===== src/logic/fsh_defs.svh =====
// constants of the fault supervisor: offsets, reset values, limits, timing, alarm codes
`ifndef FSH_DEFS_SVH
`define FSH_DEFS_SVH
// register byte offsets
`define FSH_A_CTRL    8'h00
`define FSH_A_STTHR   8'h04
`define FSH_A_TACHO   8'h08
`define FSH_A_STDLY   8'h0C
`define FSH_A_RTDLY   8'h10
`define FSH_A_STAT    8'h14
`define FSH_A_HEALTH  8'h18
`define FSH_A_FIRST   8'h1C
`define FSH_A_LAST    8'h20
`define FSH_A_HIST    8'h24
`define FSH_A_HEND    8'h48
`define FSH_DEPTH     10
`define FSH_HIDX_W    4
// reset values
`define FSH_CTRL_RST  8'h7F
`define FSH_STTHR_RST 16'h251C
`define FSH_TACHO_RST 16'h01F4
`define FSH_STDLY_RST 16'h012C
`define FSH_RTDLY_RST 16'h0064
// programmable limits (0.01 %, 0.1 %, 0.1 s units)
`define FSH_STTHR_MAX 16'h4E20
`define FSH_TACHO_MAX 16'h03E8
`define FSH_DLY_MIN   16'h0001
`define FSH_DLY_MAX   16'h1770
`define FSH_RX_TOUT   16'h0001
// timing: one delay tick is 100 ms at 100 MHz
`define FSH_TICK_MS   100
`define FSH_CLK_MHZ   100
`define FSH_TICK_CYC  (`FSH_TICK_MS * 1000 * `FSH_CLK_MHZ)
`define FSH_TCNT_W    24
// alarm codes
`define FSH_C_NONE    16'h0000
`define FSH_C_THERM   16'h0010
`define FSH_C_TACHO   16'h0040
`define FSH_C_ENC     16'h0080
`define FSH_C_FIELD   16'h0100
`define FSH_C_RXERR   16'h0800
`define FSH_C_STALL   16'h1000
`define FSH_C_REMOTE  16'hF006
// system and configuration codes start here, never raised by this block
`define FSH_C_SYS_LO  16'hF200
`endif


===== src/logic/fsh_pkg.sv =====
// types shared by the fault supervisor files
package fsh_pkg;
	// software control word
	typedef struct packed {
		logic serialSlave;
		logic external_halt_enable;
		logic encoderEnable;
		logic tacho_mismatch_enable;
		logic tripReset;
		logic stallEnable;
		logic rxErrEnable;
		logic fieldFailEnable;
	} fsh_ctrl_t;
	// monitored pins, all asynchronous to the clock
	typedef struct packed {
		logic fieldFail;
		logic thermistor;
		logic encoderFault;
		logic remoteTrip;
		logic start_run_input;
		logic speed_is_zero;
		logic setpoint_is_zero;
	} fsh_pins_t;
	// sequencer states
	typedef enum logic [1:0] {
		FSH_SEQ_STOP = 2'b00,
		FSH_SEQ_RUN  = 2'b01,
		FSH_SEQUENCER_HOLD_STATE = 2'b10
	} fsh_seq_t;
endpackage : fsh_pkg


===== src/logic/fsh_delay_timer.sv =====
// delay timer counting whole 0.1 s ticks while its condition holds
`timescale 1ns/1ns
`include "fsh_defs.svh"
module fsh_delay_timer #(
	parameter int TICK_CYCLES = `FSH_TICK_CYC
) (
	// clock and reset
	input  wire logic        clock,
	input  wire logic        rst_n,
	// condition and limit in ticks
	input  wire logic        run,
	input  wire logic [15:0] limit,
	// condition held for the full limit
	output logic             expired
);
	logic [`FSH_TCNT_W-1:0] sub_reg;   // cycles within a tick
	logic [15:0]            tick_reg;  // whole ticks seen
	logic                   tickEnd;   // last cycle of a tick

	assign tickEnd = (sub_reg == `FSH_TCNT_W'(TICK_CYCLES - 1));

	// prescaler restarts with the condition, so the delay is exact
	always_ff @(posedge clock or negedge rst_n) begin
		if (!rst_n) begin
			sub_reg <= '0;
		end else if (!run || tickEnd) begin
			sub_reg <= '0;
		end else begin
			sub_reg <= sub_reg + 1'b1;
		end
	end

	// tick counter saturates
	always_ff @(posedge clock or negedge rst_n) begin
		if (!rst_n) begin
			tick_reg <= '0;
		end else if (!run) begin
			tick_reg <= '0;
		end else if (tickEnd && tick_reg != 16'hFFFF) begin
			tick_reg <= tick_reg + 1'b1;
		end
	end

	// expiry is registered and drops on the clock edge after the condition goes away
	always_ff @(posedge clock or negedge rst_n) begin
		if (!rst_n) begin
			expired <= 1'b0;
		end else begin
			expired <= run && (tick_reg >= limit);
		end
	end
endmodule : fsh_delay_timer


===== src/logic/fsh_fault_supervisor.sv =====
// fault supervisor: alarm gating, latching, health words and alarm history
//
// Our own choices: the APB register port and the placing of the registers.
`timescale 1ns/1ns
`include "fsh_defs.svh"
module fsh_fault_supervisor #(
	parameter int TICK_CYCLES = `FSH_TICK_CYC
) (
	// clock and reset
	input  wire logic               clock,
	input  wire logic               rst_n,
	// apb slave
	input  wire logic               psel,
	input  wire logic               penable,
	input  wire logic               pwrite,
	input  wire logic [7:0]         paddr,
	input  wire logic [31:0]        pwdata,
	output logic [31:0]             prdata,
	output logic                    pready,
	output logic                    pslverr,
	// monitored pins
	input  wire fsh_pkg::fsh_pins_t pinsAsync,
	// measurements from the control loop, same clock
	input  wire logic [15:0]        armatureCurrent,
	input  wire logic signed [15:0] speedFeedback,
	input  wire logic signed [15:0] armatureVolts,
	input  wire logic               serialMsgStrobe,
	// drive side outputs
	output logic                    drive_ok_output,
	output logic                    panel_ok_lamp,
	output logic                    sequencer_hold_state,
	output logic                    contactorOpen
);
	// control registers
	fsh_pkg::fsh_ctrl_t ctrl_reg;     // enables and modes
	logic [15:0]        stallThr_reg; // 0.01 % units
	logic [15:0]        tachoLvl_reg; // 0.1 % units
	logic [15:0]        stallDly_reg; // 0.1 s units
	logic [15:0]        haltDly_reg;  // 0.1 s units
	// synchronised pins
	logic [6:0]         pinMeta_reg;
	logic [6:0]         pinSync_reg;
	fsh_pkg::fsh_pins_t pins;
	// edges
	logic               runDly_reg;
	logic               trDly_reg;
	logic               runRise;
	logic               trRise;
	logic               clearFaults;
	// detectors
	logic               stallCond;
	logic signed [16:0] speedDiff;
	logic [16:0]        absDiff;
	logic               mismatchNow;
	logic               tacho_mismatch_flag;
	logic [2:0]         tmrRun;
	logic [15:0]        tmrLimit [3];
	logic [2:0]         tmrDone;
	logic               serial_setpoint_rx_fault;
	// alarm bookkeeping
	logic [15:0]        alarmBits;
	logic [15:0]        newBits;
	logic [15:0]        recBit;
	logic               recRemote;
	logic               record;
	logic [15:0]        recCode;
	logic [15:0]        stored_reg;
	logic [15:0]        storedNext;
	logic               remStored_reg;
	logic               remNext;
	logic               anyFault;
	logic               anyNext;
	logic [15:0]        health_reg;
	logic [15:0]        first_reg;
	logic [15:0]        last_reg;
	logic [15:0]        hist_reg [`FSH_DEPTH];
	// sequencer
	fsh_pkg::fsh_seq_t  seq_reg;
	fsh_pkg::fsh_seq_t  seqNext;
	// bus decode
	logic               setup;
	logic               hit;
	logic               wrEn;
	logic [7:0]         histOff;
	logic [`FSH_HIDX_W-1:0] histIdx;
	logic [31:0]        rdMux;
	logic [15:0]        statusWord;

	// clamp a delay to its legal range
	function automatic logic [15:0] clampDly(input logic [15:0] v);
		if (v < `FSH_DLY_MIN) begin
			clampDly = `FSH_DLY_MIN;
		end else if (v > `FSH_DLY_MAX) begin
			clampDly = `FSH_DLY_MAX;
		end else begin
			clampDly = v;
		end
	endfunction : clampDly

	// two-stage pin synchroniser
	always_ff @(posedge clock or negedge rst_n) begin
		if (!rst_n) begin
			pinMeta_reg <= '0;
			pinSync_reg <= '0;
		end else begin
			pinMeta_reg <= pinsAsync;
			pinSync_reg <= pinMeta_reg;
		end
	end
	assign pins = fsh_pkg::fsh_pins_t'(pinSync_reg);

	// edge detectors for run command and auto reset
	always_ff @(posedge clock or negedge rst_n) begin
		if (!rst_n) begin
			runDly_reg <= 1'b0;
			trDly_reg  <= 1'b1;
		end else begin
			runDly_reg <= pins.start_run_input;
			trDly_reg  <= ctrl_reg.tripReset;
		end
	end
	assign runRise = pins.start_run_input && !runDly_reg;
	assign trRise  = ctrl_reg.tripReset && !trDly_reg;
	// clear on auto reset enable, or on run while enabled
	assign clearFaults = trRise || (ctrl_reg.tripReset && runRise);

	// stall comparator
	assign stallCond = (armatureCurrent > stallThr_reg)
		&& pins.speed_is_zero && !pins.setpoint_is_zero;

	// tacho versus armature voltage mismatch
	assign speedDiff   = 17'(speedFeedback) - 17'(armatureVolts);
	assign absDiff     = speedDiff[16] ? 17'(-speedDiff) : 17'(speedDiff);
	assign mismatchNow = absDiff > {1'b0, tachoLvl_reg};

	// mismatch flag runs regardless of the enable
	always_ff @(posedge clock or negedge rst_n) begin
		if (!rst_n) begin
			tacho_mismatch_flag <= 1'b0;
		end else begin
			tacho_mismatch_flag <= mismatchNow;
		end
	end

	// timer 0 stall, 1 remote trip, 2 serial receive watchdog
	assign tmrRun[0]   = stallCond;
	assign tmrRun[1]   = pins.remoteTrip && ctrl_reg.external_halt_enable;
	assign tmrRun[2]   = ctrl_reg.serialSlave && !serialMsgStrobe;
	assign tmrLimit[0] = stallDly_reg;
	assign tmrLimit[1] = haltDly_reg;
	assign tmrLimit[2] = `FSH_RX_TOUT;
	assign serial_setpoint_rx_fault = tmrDone[2];

	// one delay timer per timed alarm
	genvar gt;
	for (gt = 0; gt < 3; gt++) begin : g_tmr
		fsh_delay_timer #(
			.TICK_CYCLES (TICK_CYCLES)
		) u_tmr (
			.clock   (clock),
			.rst_n   (rst_n),
			.run     (tmrRun[gt]),
			.limit   (tmrLimit[gt]),
			.expired (tmrDone[gt])
		);
	end

	// present alarms, each gated by its own enable except the thermistor, which is never gated
	always_comb begin
		alarmBits = `FSH_C_NONE;
		if (pins.thermistor) begin
			alarmBits = alarmBits | `FSH_C_THERM;
		end
		if (ctrl_reg.tacho_mismatch_enable && tacho_mismatch_flag) begin
			alarmBits = alarmBits | `FSH_C_TACHO;
		end
		if (ctrl_reg.encoderEnable && pins.encoderFault) begin
			alarmBits = alarmBits | `FSH_C_ENC;
		end
		if (ctrl_reg.fieldFailEnable && pins.fieldFail) begin
			alarmBits = alarmBits | `FSH_C_FIELD;
		end
		if (ctrl_reg.rxErrEnable && ctrl_reg.serialSlave && serial_setpoint_rx_fault) begin
			alarmBits = alarmBits | `FSH_C_RXERR;
		end
		if (ctrl_reg.stallEnable && tmrDone[0]) begin
			alarmBits = alarmBits | `FSH_C_STALL;
		end
	end

	// one new alarm is recorded per cycle, lowest bit first
	assign newBits   = alarmBits & ~stored_reg;
	assign recBit    = newBits & (~newBits + 16'h0001);
	assign recRemote = tmrDone[1] && !remStored_reg && (newBits == `FSH_C_NONE);
	assign record    = (newBits != `FSH_C_NONE) || recRemote;
	assign recCode   = recRemote ? `FSH_C_REMOTE : recBit;

	// a new alarm wins over a clear in the same cycle
	assign storedNext = (clearFaults ? `FSH_C_NONE : stored_reg) | recBit;
	assign remNext    = (!clearFaults && remStored_reg) || recRemote;
	assign anyFault   = (stored_reg != `FSH_C_NONE) || remStored_reg;
	assign anyNext    = (storedNext != `FSH_C_NONE) || remNext;

	// fault latch, only cleared by the auto reset paths
	always_ff @(posedge clock or negedge rst_n) begin
		if (!rst_n) begin
			stored_reg    <= `FSH_C_NONE;
			remStored_reg <= 1'b0;
		end else begin
			stored_reg    <= storedNext;
			remStored_reg <= remNext;
		end
	end

	// health word shows the alarms present now
	always_ff @(posedge clock or negedge rst_n) begin
		if (!rst_n) begin
			health_reg <= `FSH_C_NONE;
		end else begin
			health_reg <= alarmBits;
		end
	end

	// first fault store, refilled after a clear
	always_ff @(posedge clock or negedge rst_n) begin
		if (!rst_n) begin
			first_reg <= `FSH_C_NONE;
		end else if (record && (!anyFault || clearFaults)) begin
			first_reg <= recCode;
		end else if (clearFaults) begin
			first_reg <= `FSH_C_NONE;
		end
	end

	// most recent alarm
	always_ff @(posedge clock or negedge rst_n) begin
		if (!rst_n) begin
			last_reg <= `FSH_C_NONE;
		end else if (record) begin
			last_reg <= recCode;
		end else if (clearFaults) begin
			last_reg <= `FSH_C_NONE;
		end
	end

	// history shift register, slot 0 newest
	genvar gh;
	for (gh = 0; gh < `FSH_DEPTH; gh++) begin : g_hist
		always_ff @(posedge clock or negedge rst_n) begin
			if (!rst_n) begin
				hist_reg[gh] <= `FSH_C_NONE;
			end else if (record) begin
				if (gh == 0) begin
					hist_reg[gh] <= recCode;
				end else begin
					hist_reg[gh] <= hist_reg[(gh == 0) ? 0 : gh - 1];
				end
			end
		end
	end

	// sequencer next state
	always_comb begin
		case (seq_reg)
			fsh_pkg::FSH_SEQ_STOP: begin
				if (anyNext) begin
					seqNext = fsh_pkg::FSH_SEQUENCER_HOLD_STATE;
				end else if (pins.start_run_input) begin
					seqNext = fsh_pkg::FSH_SEQ_RUN;
				end else begin
					seqNext = fsh_pkg::FSH_SEQ_STOP;
				end
			end
			fsh_pkg::FSH_SEQ_RUN: begin
				if (anyNext) begin
					seqNext = fsh_pkg::FSH_SEQUENCER_HOLD_STATE;
				end else if (!pins.start_run_input) begin
					seqNext = fsh_pkg::FSH_SEQ_STOP;
				end else begin
					seqNext = fsh_pkg::FSH_SEQ_RUN;
				end
			end
			fsh_pkg::FSH_SEQUENCER_HOLD_STATE: begin
				// stays while anything is stored
				if (anyNext) begin
					seqNext = fsh_pkg::FSH_SEQUENCER_HOLD_STATE;
				end else begin
					seqNext = fsh_pkg::FSH_SEQ_STOP;
				end
			end
			default: begin
				seqNext = fsh_pkg::FSH_SEQ_STOP;
			end
		endcase
	end

	// sequencer state and drive outputs
	always_ff @(posedge clock or negedge rst_n) begin
		if (!rst_n) begin
			seq_reg              <= fsh_pkg::FSH_SEQ_STOP;
			sequencer_hold_state <= 1'b0;
			drive_ok_output      <= 1'b1;
			panel_ok_lamp        <= 1'b1;
			contactorOpen        <= 1'b0;
		end else begin
			seq_reg              <= seqNext;
			sequencer_hold_state <= (seqNext == fsh_pkg::FSH_SEQUENCER_HOLD_STATE);
			drive_ok_output      <= !anyNext;
			panel_ok_lamp        <= !anyNext;
			contactorOpen        <= anyNext;
		end
	end

	// status word
	assign statusWord = {8'h00, sequencer_hold_state, contactorOpen, drive_ok_output,
		serial_setpoint_rx_fault, pins.remoteTrip, tmrDone[0],
		tacho_mismatch_flag, pins.thermistor};

	// bus decode
	assign setup   = psel && !penable;
	assign hit     = (paddr[1:0] == 2'b00) && (paddr <= `FSH_A_HEND);
	assign wrEn    = psel && penable && pready && pwrite && hit;
	assign histOff = paddr - `FSH_A_HIST;
	assign histIdx = histOff[`FSH_HIDX_W+1:2];

	// read multiplexer
	always_comb begin
		rdMux = 32'h0000_0000;
		case (paddr)
			`FSH_A_CTRL:   rdMux = {24'h000000, ctrl_reg};
			`FSH_A_STTHR:  rdMux = {16'h0000, stallThr_reg};
			`FSH_A_TACHO:  rdMux = {16'h0000, tachoLvl_reg};
			`FSH_A_STDLY:  rdMux = {16'h0000, stallDly_reg};
			`FSH_A_RTDLY:  rdMux = {16'h0000, haltDly_reg};
			`FSH_A_STAT:   rdMux = {16'h0000, statusWord};
			`FSH_A_HEALTH: rdMux = {16'h0000, health_reg};
			`FSH_A_FIRST:  rdMux = {16'h0000, first_reg};
			`FSH_A_LAST:   rdMux = {16'h0000, last_reg};
			default: begin
				// history window
				if (hit && paddr >= `FSH_A_HIST) begin
					rdMux = {16'h0000, hist_reg[histIdx]};
				end
			end
		endcase
	end

	// apb answer: one wait-free access phase, data latched in setup
	always_ff @(posedge clock or negedge rst_n) begin
		if (!rst_n) begin
			pready  <= 1'b0;
			pslverr <= 1'b0;
			prdata  <= 32'h0000_0000;
		end else begin
			pready  <= setup;
			pslverr <= setup && !hit;
			if (setup) begin
				prdata <= (pwrite || !hit) ? 32'h0000_0000 : rdMux;
			end
		end
	end

	// software writes, clamped to legal ranges
	always_ff @(posedge clock or negedge rst_n) begin
		if (!rst_n) begin
			ctrl_reg     <= fsh_pkg::fsh_ctrl_t'(`FSH_CTRL_RST);
			stallThr_reg <= `FSH_STTHR_RST;
			tachoLvl_reg <= `FSH_TACHO_RST;
			stallDly_reg <= `FSH_STDLY_RST;
			haltDly_reg  <= `FSH_RTDLY_RST;
		end else if (wrEn) begin
			case (paddr)
				`FSH_A_CTRL:  ctrl_reg <= fsh_pkg::fsh_ctrl_t'(pwdata[7:0]);
				`FSH_A_STTHR: stallThr_reg <= (pwdata[15:0] > `FSH_STTHR_MAX) ?
					`FSH_STTHR_MAX : pwdata[15:0];
				`FSH_A_TACHO: tachoLvl_reg <= (pwdata[15:0] > `FSH_TACHO_MAX) ?
					`FSH_TACHO_MAX : pwdata[15:0];
				`FSH_A_STDLY: stallDly_reg <= clampDly(pwdata[15:0]);
				`FSH_A_RTDLY: haltDly_reg <= clampDly(pwdata[15:0]);
				default: begin
					// read-only or history: ignored
				end
			endcase
		end
	end
endmodule : fsh_fault_supervisor


===== config.mk =====
export PLATFORM = sky130hd
export DESIGN_NAME = fsh_fault_supervisor
export DESIGN_NICKNAME = d
export VERILOG_FILES = /design/src/logic/fsh_pkg.sv /design/src/logic/fsh_delay_timer.sv /design/src/logic/fsh_fault_supervisor.sv
export VERILOG_INCLUDE_DIRS = /design/src /design/src/logic
export SDC_FILE = /design/constraint.sdc
export NUM_CORES = 1
export LEC_CHECK = 0
export ABC_AREA = 0
export ABC_CLOCK_PERIOD_IN_PS = 4320
export BUFFER_PORTS_ARGS = -buffer_cell sky130_fd_sc_hd__buf_2
export CAP_MARGIN = 20
export CORE_ASPECT_RATIO = 1.4
export CORE_MARGIN = 3
export CORE_UTILIZATION = 66
export CTS_CLUSTER_SIZE = 14
export DETAILED_ROUTE_END_ITERATION = 8
export GPL_ROUTABILITY_DRIVEN = 1
export HOLD_SLACK_MARGIN = 0.15
export PLACE_DENSITY = 0.89
export REMOVE_ABC_BUFFERS = 1
export SLEW_MARGIN = 30
export SYNTH_ARGS = -nofsm -noshare
export SYNTH_HDL_FRONTEND = slang
export SYNTH_SLANG_ARGS = --single-unit

===== constraint.sdc =====
create_clock -name clock -period 4.32 [get_ports clock]
set_input_delay 0.648 -clock clock [delete_from_list [all_inputs] [get_ports clock]]
set_output_delay 0.648 -clock clock [all_outputs]
set_load 0.01 [all_outputs]

==> impl_metrics.tcl <==
set metrics [dict create \
    htree_levels 2 \
    place_congestion 0.9315 \
    async_flop_share_pct 100.0 \
    final_common_cell "nand2_1" \
    r2r_end "hist_reg[102]" \
    worstMarginPinSlew_ns 0.9525 \
    first_pass_iters 6 \
    required_ns 4.72 \
    synthTopCellsByArea "dfrtp_1, nand2_1, ha_1, dfstp_2, nor2_1" \
    cp-start-kind "primary input" \
    rsz0062_at_grt "no" \
    synth_area_mm2 0.01811 \
    cts_tree "yes" \
    rrSetupSlack_ns 0.89 \
    min_path_type "primary input to async pin" \
    worst_path_largest_cell_delay_ns 0.54 \
    postCtsHoldBufs 0 \
    grtUsageTotal_pct 31.46 \
    fp.dieH_um 202.0 \
    antenna_found_initial 3 \
    synthFlopType "dfrtp_1" \
    dp_slack_ns -0.3182 \
    outcome "finished, final reports clean" \
    drt_wl_total_um 46540 \
    r2r_cells 8 \
    fin_nets 2224 \
    crit_type "primary input to flip-flop" \
    cp-end-kind "flip-flop" \
    grt_first_pass_wirelength_um 75430 \
    cts_inserted_buffers 34 \
    post_drt_wl_per_cell_um 19.25 \
    maxSlewViolCount 0 \
    insertion_delay_ns 0.53 \
    cap_violations 0 \
    core-area_mm2 0.02692 \
    min_period_ns 4.109 \
    fin_crit_sh_pct 95.13 \
    ys_ff_latch 342 \
    cp_max_fo 3 \
    root_buffer "clkbuf_16" \
    post-dp-hpwl_um 32360 \
    final_cell_mix "nand2_1, dfrtp_1, nor2_1" \
    finalSetupViolations 0 \
    ir_drop_mv 0.5062 \
    grt_max_degree 99 \
    syn_area_per_cell_um2 9.477 \
    fmax_ghz 0.2433 \
    synth_cells 1911 \
    synth.distinct_cells 78 \
    worst_hold_slack_ns 0.1232 \
    setup.worst_path.start "speedFeedback[0]" \
    rr_startpoint "pinSync_reg[5]" \
    yosysTopAreaCellShare_pct 43.39 \
    clockBufferDepth 3 \
    synth_top_area_cell "dfrtp_1" \
    vias_per_cell 6.211 \
    drc 0 \
    syn2layout_area_growth_pct 12.15 \
    first_iter_violations 1298 \
    synth-edff-count 0 \
    worstPathCellList "buf_2 -> inv_1 -> ha_1 -> fa_1 -> nor2b_1 -> o22ai_2 -> xnor2_1 -> or3b_1 -> or3_4 -> or4_4 -> o41ai_2 -> xor2_1 -> ha_1 -> a21o_1 -> a21oi_1 -> o21ai_0 -> nand2_1 -> o41ai_2" \
    numClockSinks 342 \
    ant_nets 0 \
    io_pins 139 \
    dieArea_mm2 0.02949 \
    fin_ws_ns 0.2105 \
    cts.clk_slew.worst_paths_ns 0.07 \
    start_util_pct 67.28 \
    post_cts_buffers 0 \
    layout-drive-gt1-share_pct 13.21 \
    power_density_mw_per_mm2 353.4 \
    dieWidth_um 146 \
    grt_overflow 0 \
    largest_register_ffs 72 \
    grt_pass1_vias 15130 \
    ys_seq_area_share_pct 47.45 \
    power.leakage_uw 0.009610 \
    slew_headroom_pct 36.50 \
    critical_path_arrival_ns 4.51 \
    ys_warn_count 0 \
    io_buffer_count 106 \
    crit_slowest_cell "or4_4" \
    skew_ns 0.01886 \
    hold_viol 0 \
    fillers 1794 \
    vias 15020 \
    ctsResizeCount 0 \
    fp-row-count 71 \
]
final cells by class:
class	instances	area, µm²	area share (%)
Clock buffer	47	980.9	4.829
Clock inverter	13	175.2	0.8624
Multi-Input combinational cell	1384	8776	43.21
Sequential cell	342	8593	42.31
Timing Repair Buffer	149	888.4	4.374
Inverter	117	439.2	2.162
Tap cell	365	456.7	2.248
Antenna cell	1	2.502	0.01232
where the power goes:
group	internal, µW	switching (µW)
sequential	3280	65.7
combinational	304	437
clock	1830	1250
total	5420	1760
Yosys cell counts, types with 6 or more instances:
cell type,n
a21oi_1,64
a211oi_1,7
a222oi_1,6
o21a_1,7
nand3_1,53
a22oi_1,35
mux2i_1,17
xnor2_1,54
nor3_1,33
a21o_1,42
and2_1,21
and3_1,20
nor2b_1,12
nor4b_1,6
nand4_1,38
nand2_1,326
mux4_2,14
o21ai_0,80
and4_1,10
clkbuf_1,60
nand2b_1,17
nor2_1,173
o22ai_1,10
mux2_2,7
or3_1,23
or4_1,10
ha_1,94
inv_1,117
dfstp_2,28
a22o_1,21
xor2_1,71
dfrtp_1,314
a221oi_1,6
nor4_1,17
buf_4,18
metrics by stage:
step / total power [µW] / TNS (ns) / cells / utilization (%) / instance area [µm²]
global route: 7419 / 0 / 2418 / 75.46 / 20310
floorplan: 3800 / 0 / 1843 / - / 17780
detailed placement: 4130 / -0.3182 / 2357 / 71.11 / 19140
finish: 7179 / 0 / 2418 / 75.46 / 20310
global placement: 4081 / -0.2383 / 2357 / 71.11 / 19140
CTS: 7178 / 0 / 2417 / 75.41 / 20300
kinds of logic after synthesis:
kind of cell / after synthesis / synth area share (%)
AND/OR/NAND/NOR: 783 / 20.06
buffers and inverters: 200 / 4.560
AO/OA/AOI/OAI: 327 / 12.15
flip-flops: 342 / 47.45
XOR/XNOR: 125 / 6.045
other: 1 / 0.02071
multiplexers: 38 / 3.116
adder cells (fa/ha/maj): 95 / 6.605
worst max path at each step:
| stage | endpoint |
|---|---|
| global route | tacho_mismatch_flag |
| finish | tacho_mismatch_flag |
| detailed placement | tacho_mismatch_flag |
| CTS | tacho_mismatch_flag |
| floorplan | tacho_mismatch_flag |
| global placement | tacho_mismatch_flag |
per-layer routing:
metal | wire, µm | vias up | track usage (%) | part of all wire, %
met5 | 21 | - | 0 | 0.045
met4 | 3017 | 4 | 17.22 | 6.5
met3 | 3317 | 212 | 6.347 | 7.1
met2 | 23210 | 694 | 54.28 | 50
met1 | 16970 | 7289 | 36.97 | 36
li1 | - | 6820 | - | -
worst max-delay path: cells and delay by family:
kind / cells / cell delay [ns]
compound gates: 6 / 0.98
xor+xnor: 2 / 0.35
fa+ha+maj: 3 / 0.86
buf+inv: 2 / 0.10
simple gates: 5 / 1.56
(Power assumes the default switching activity.)
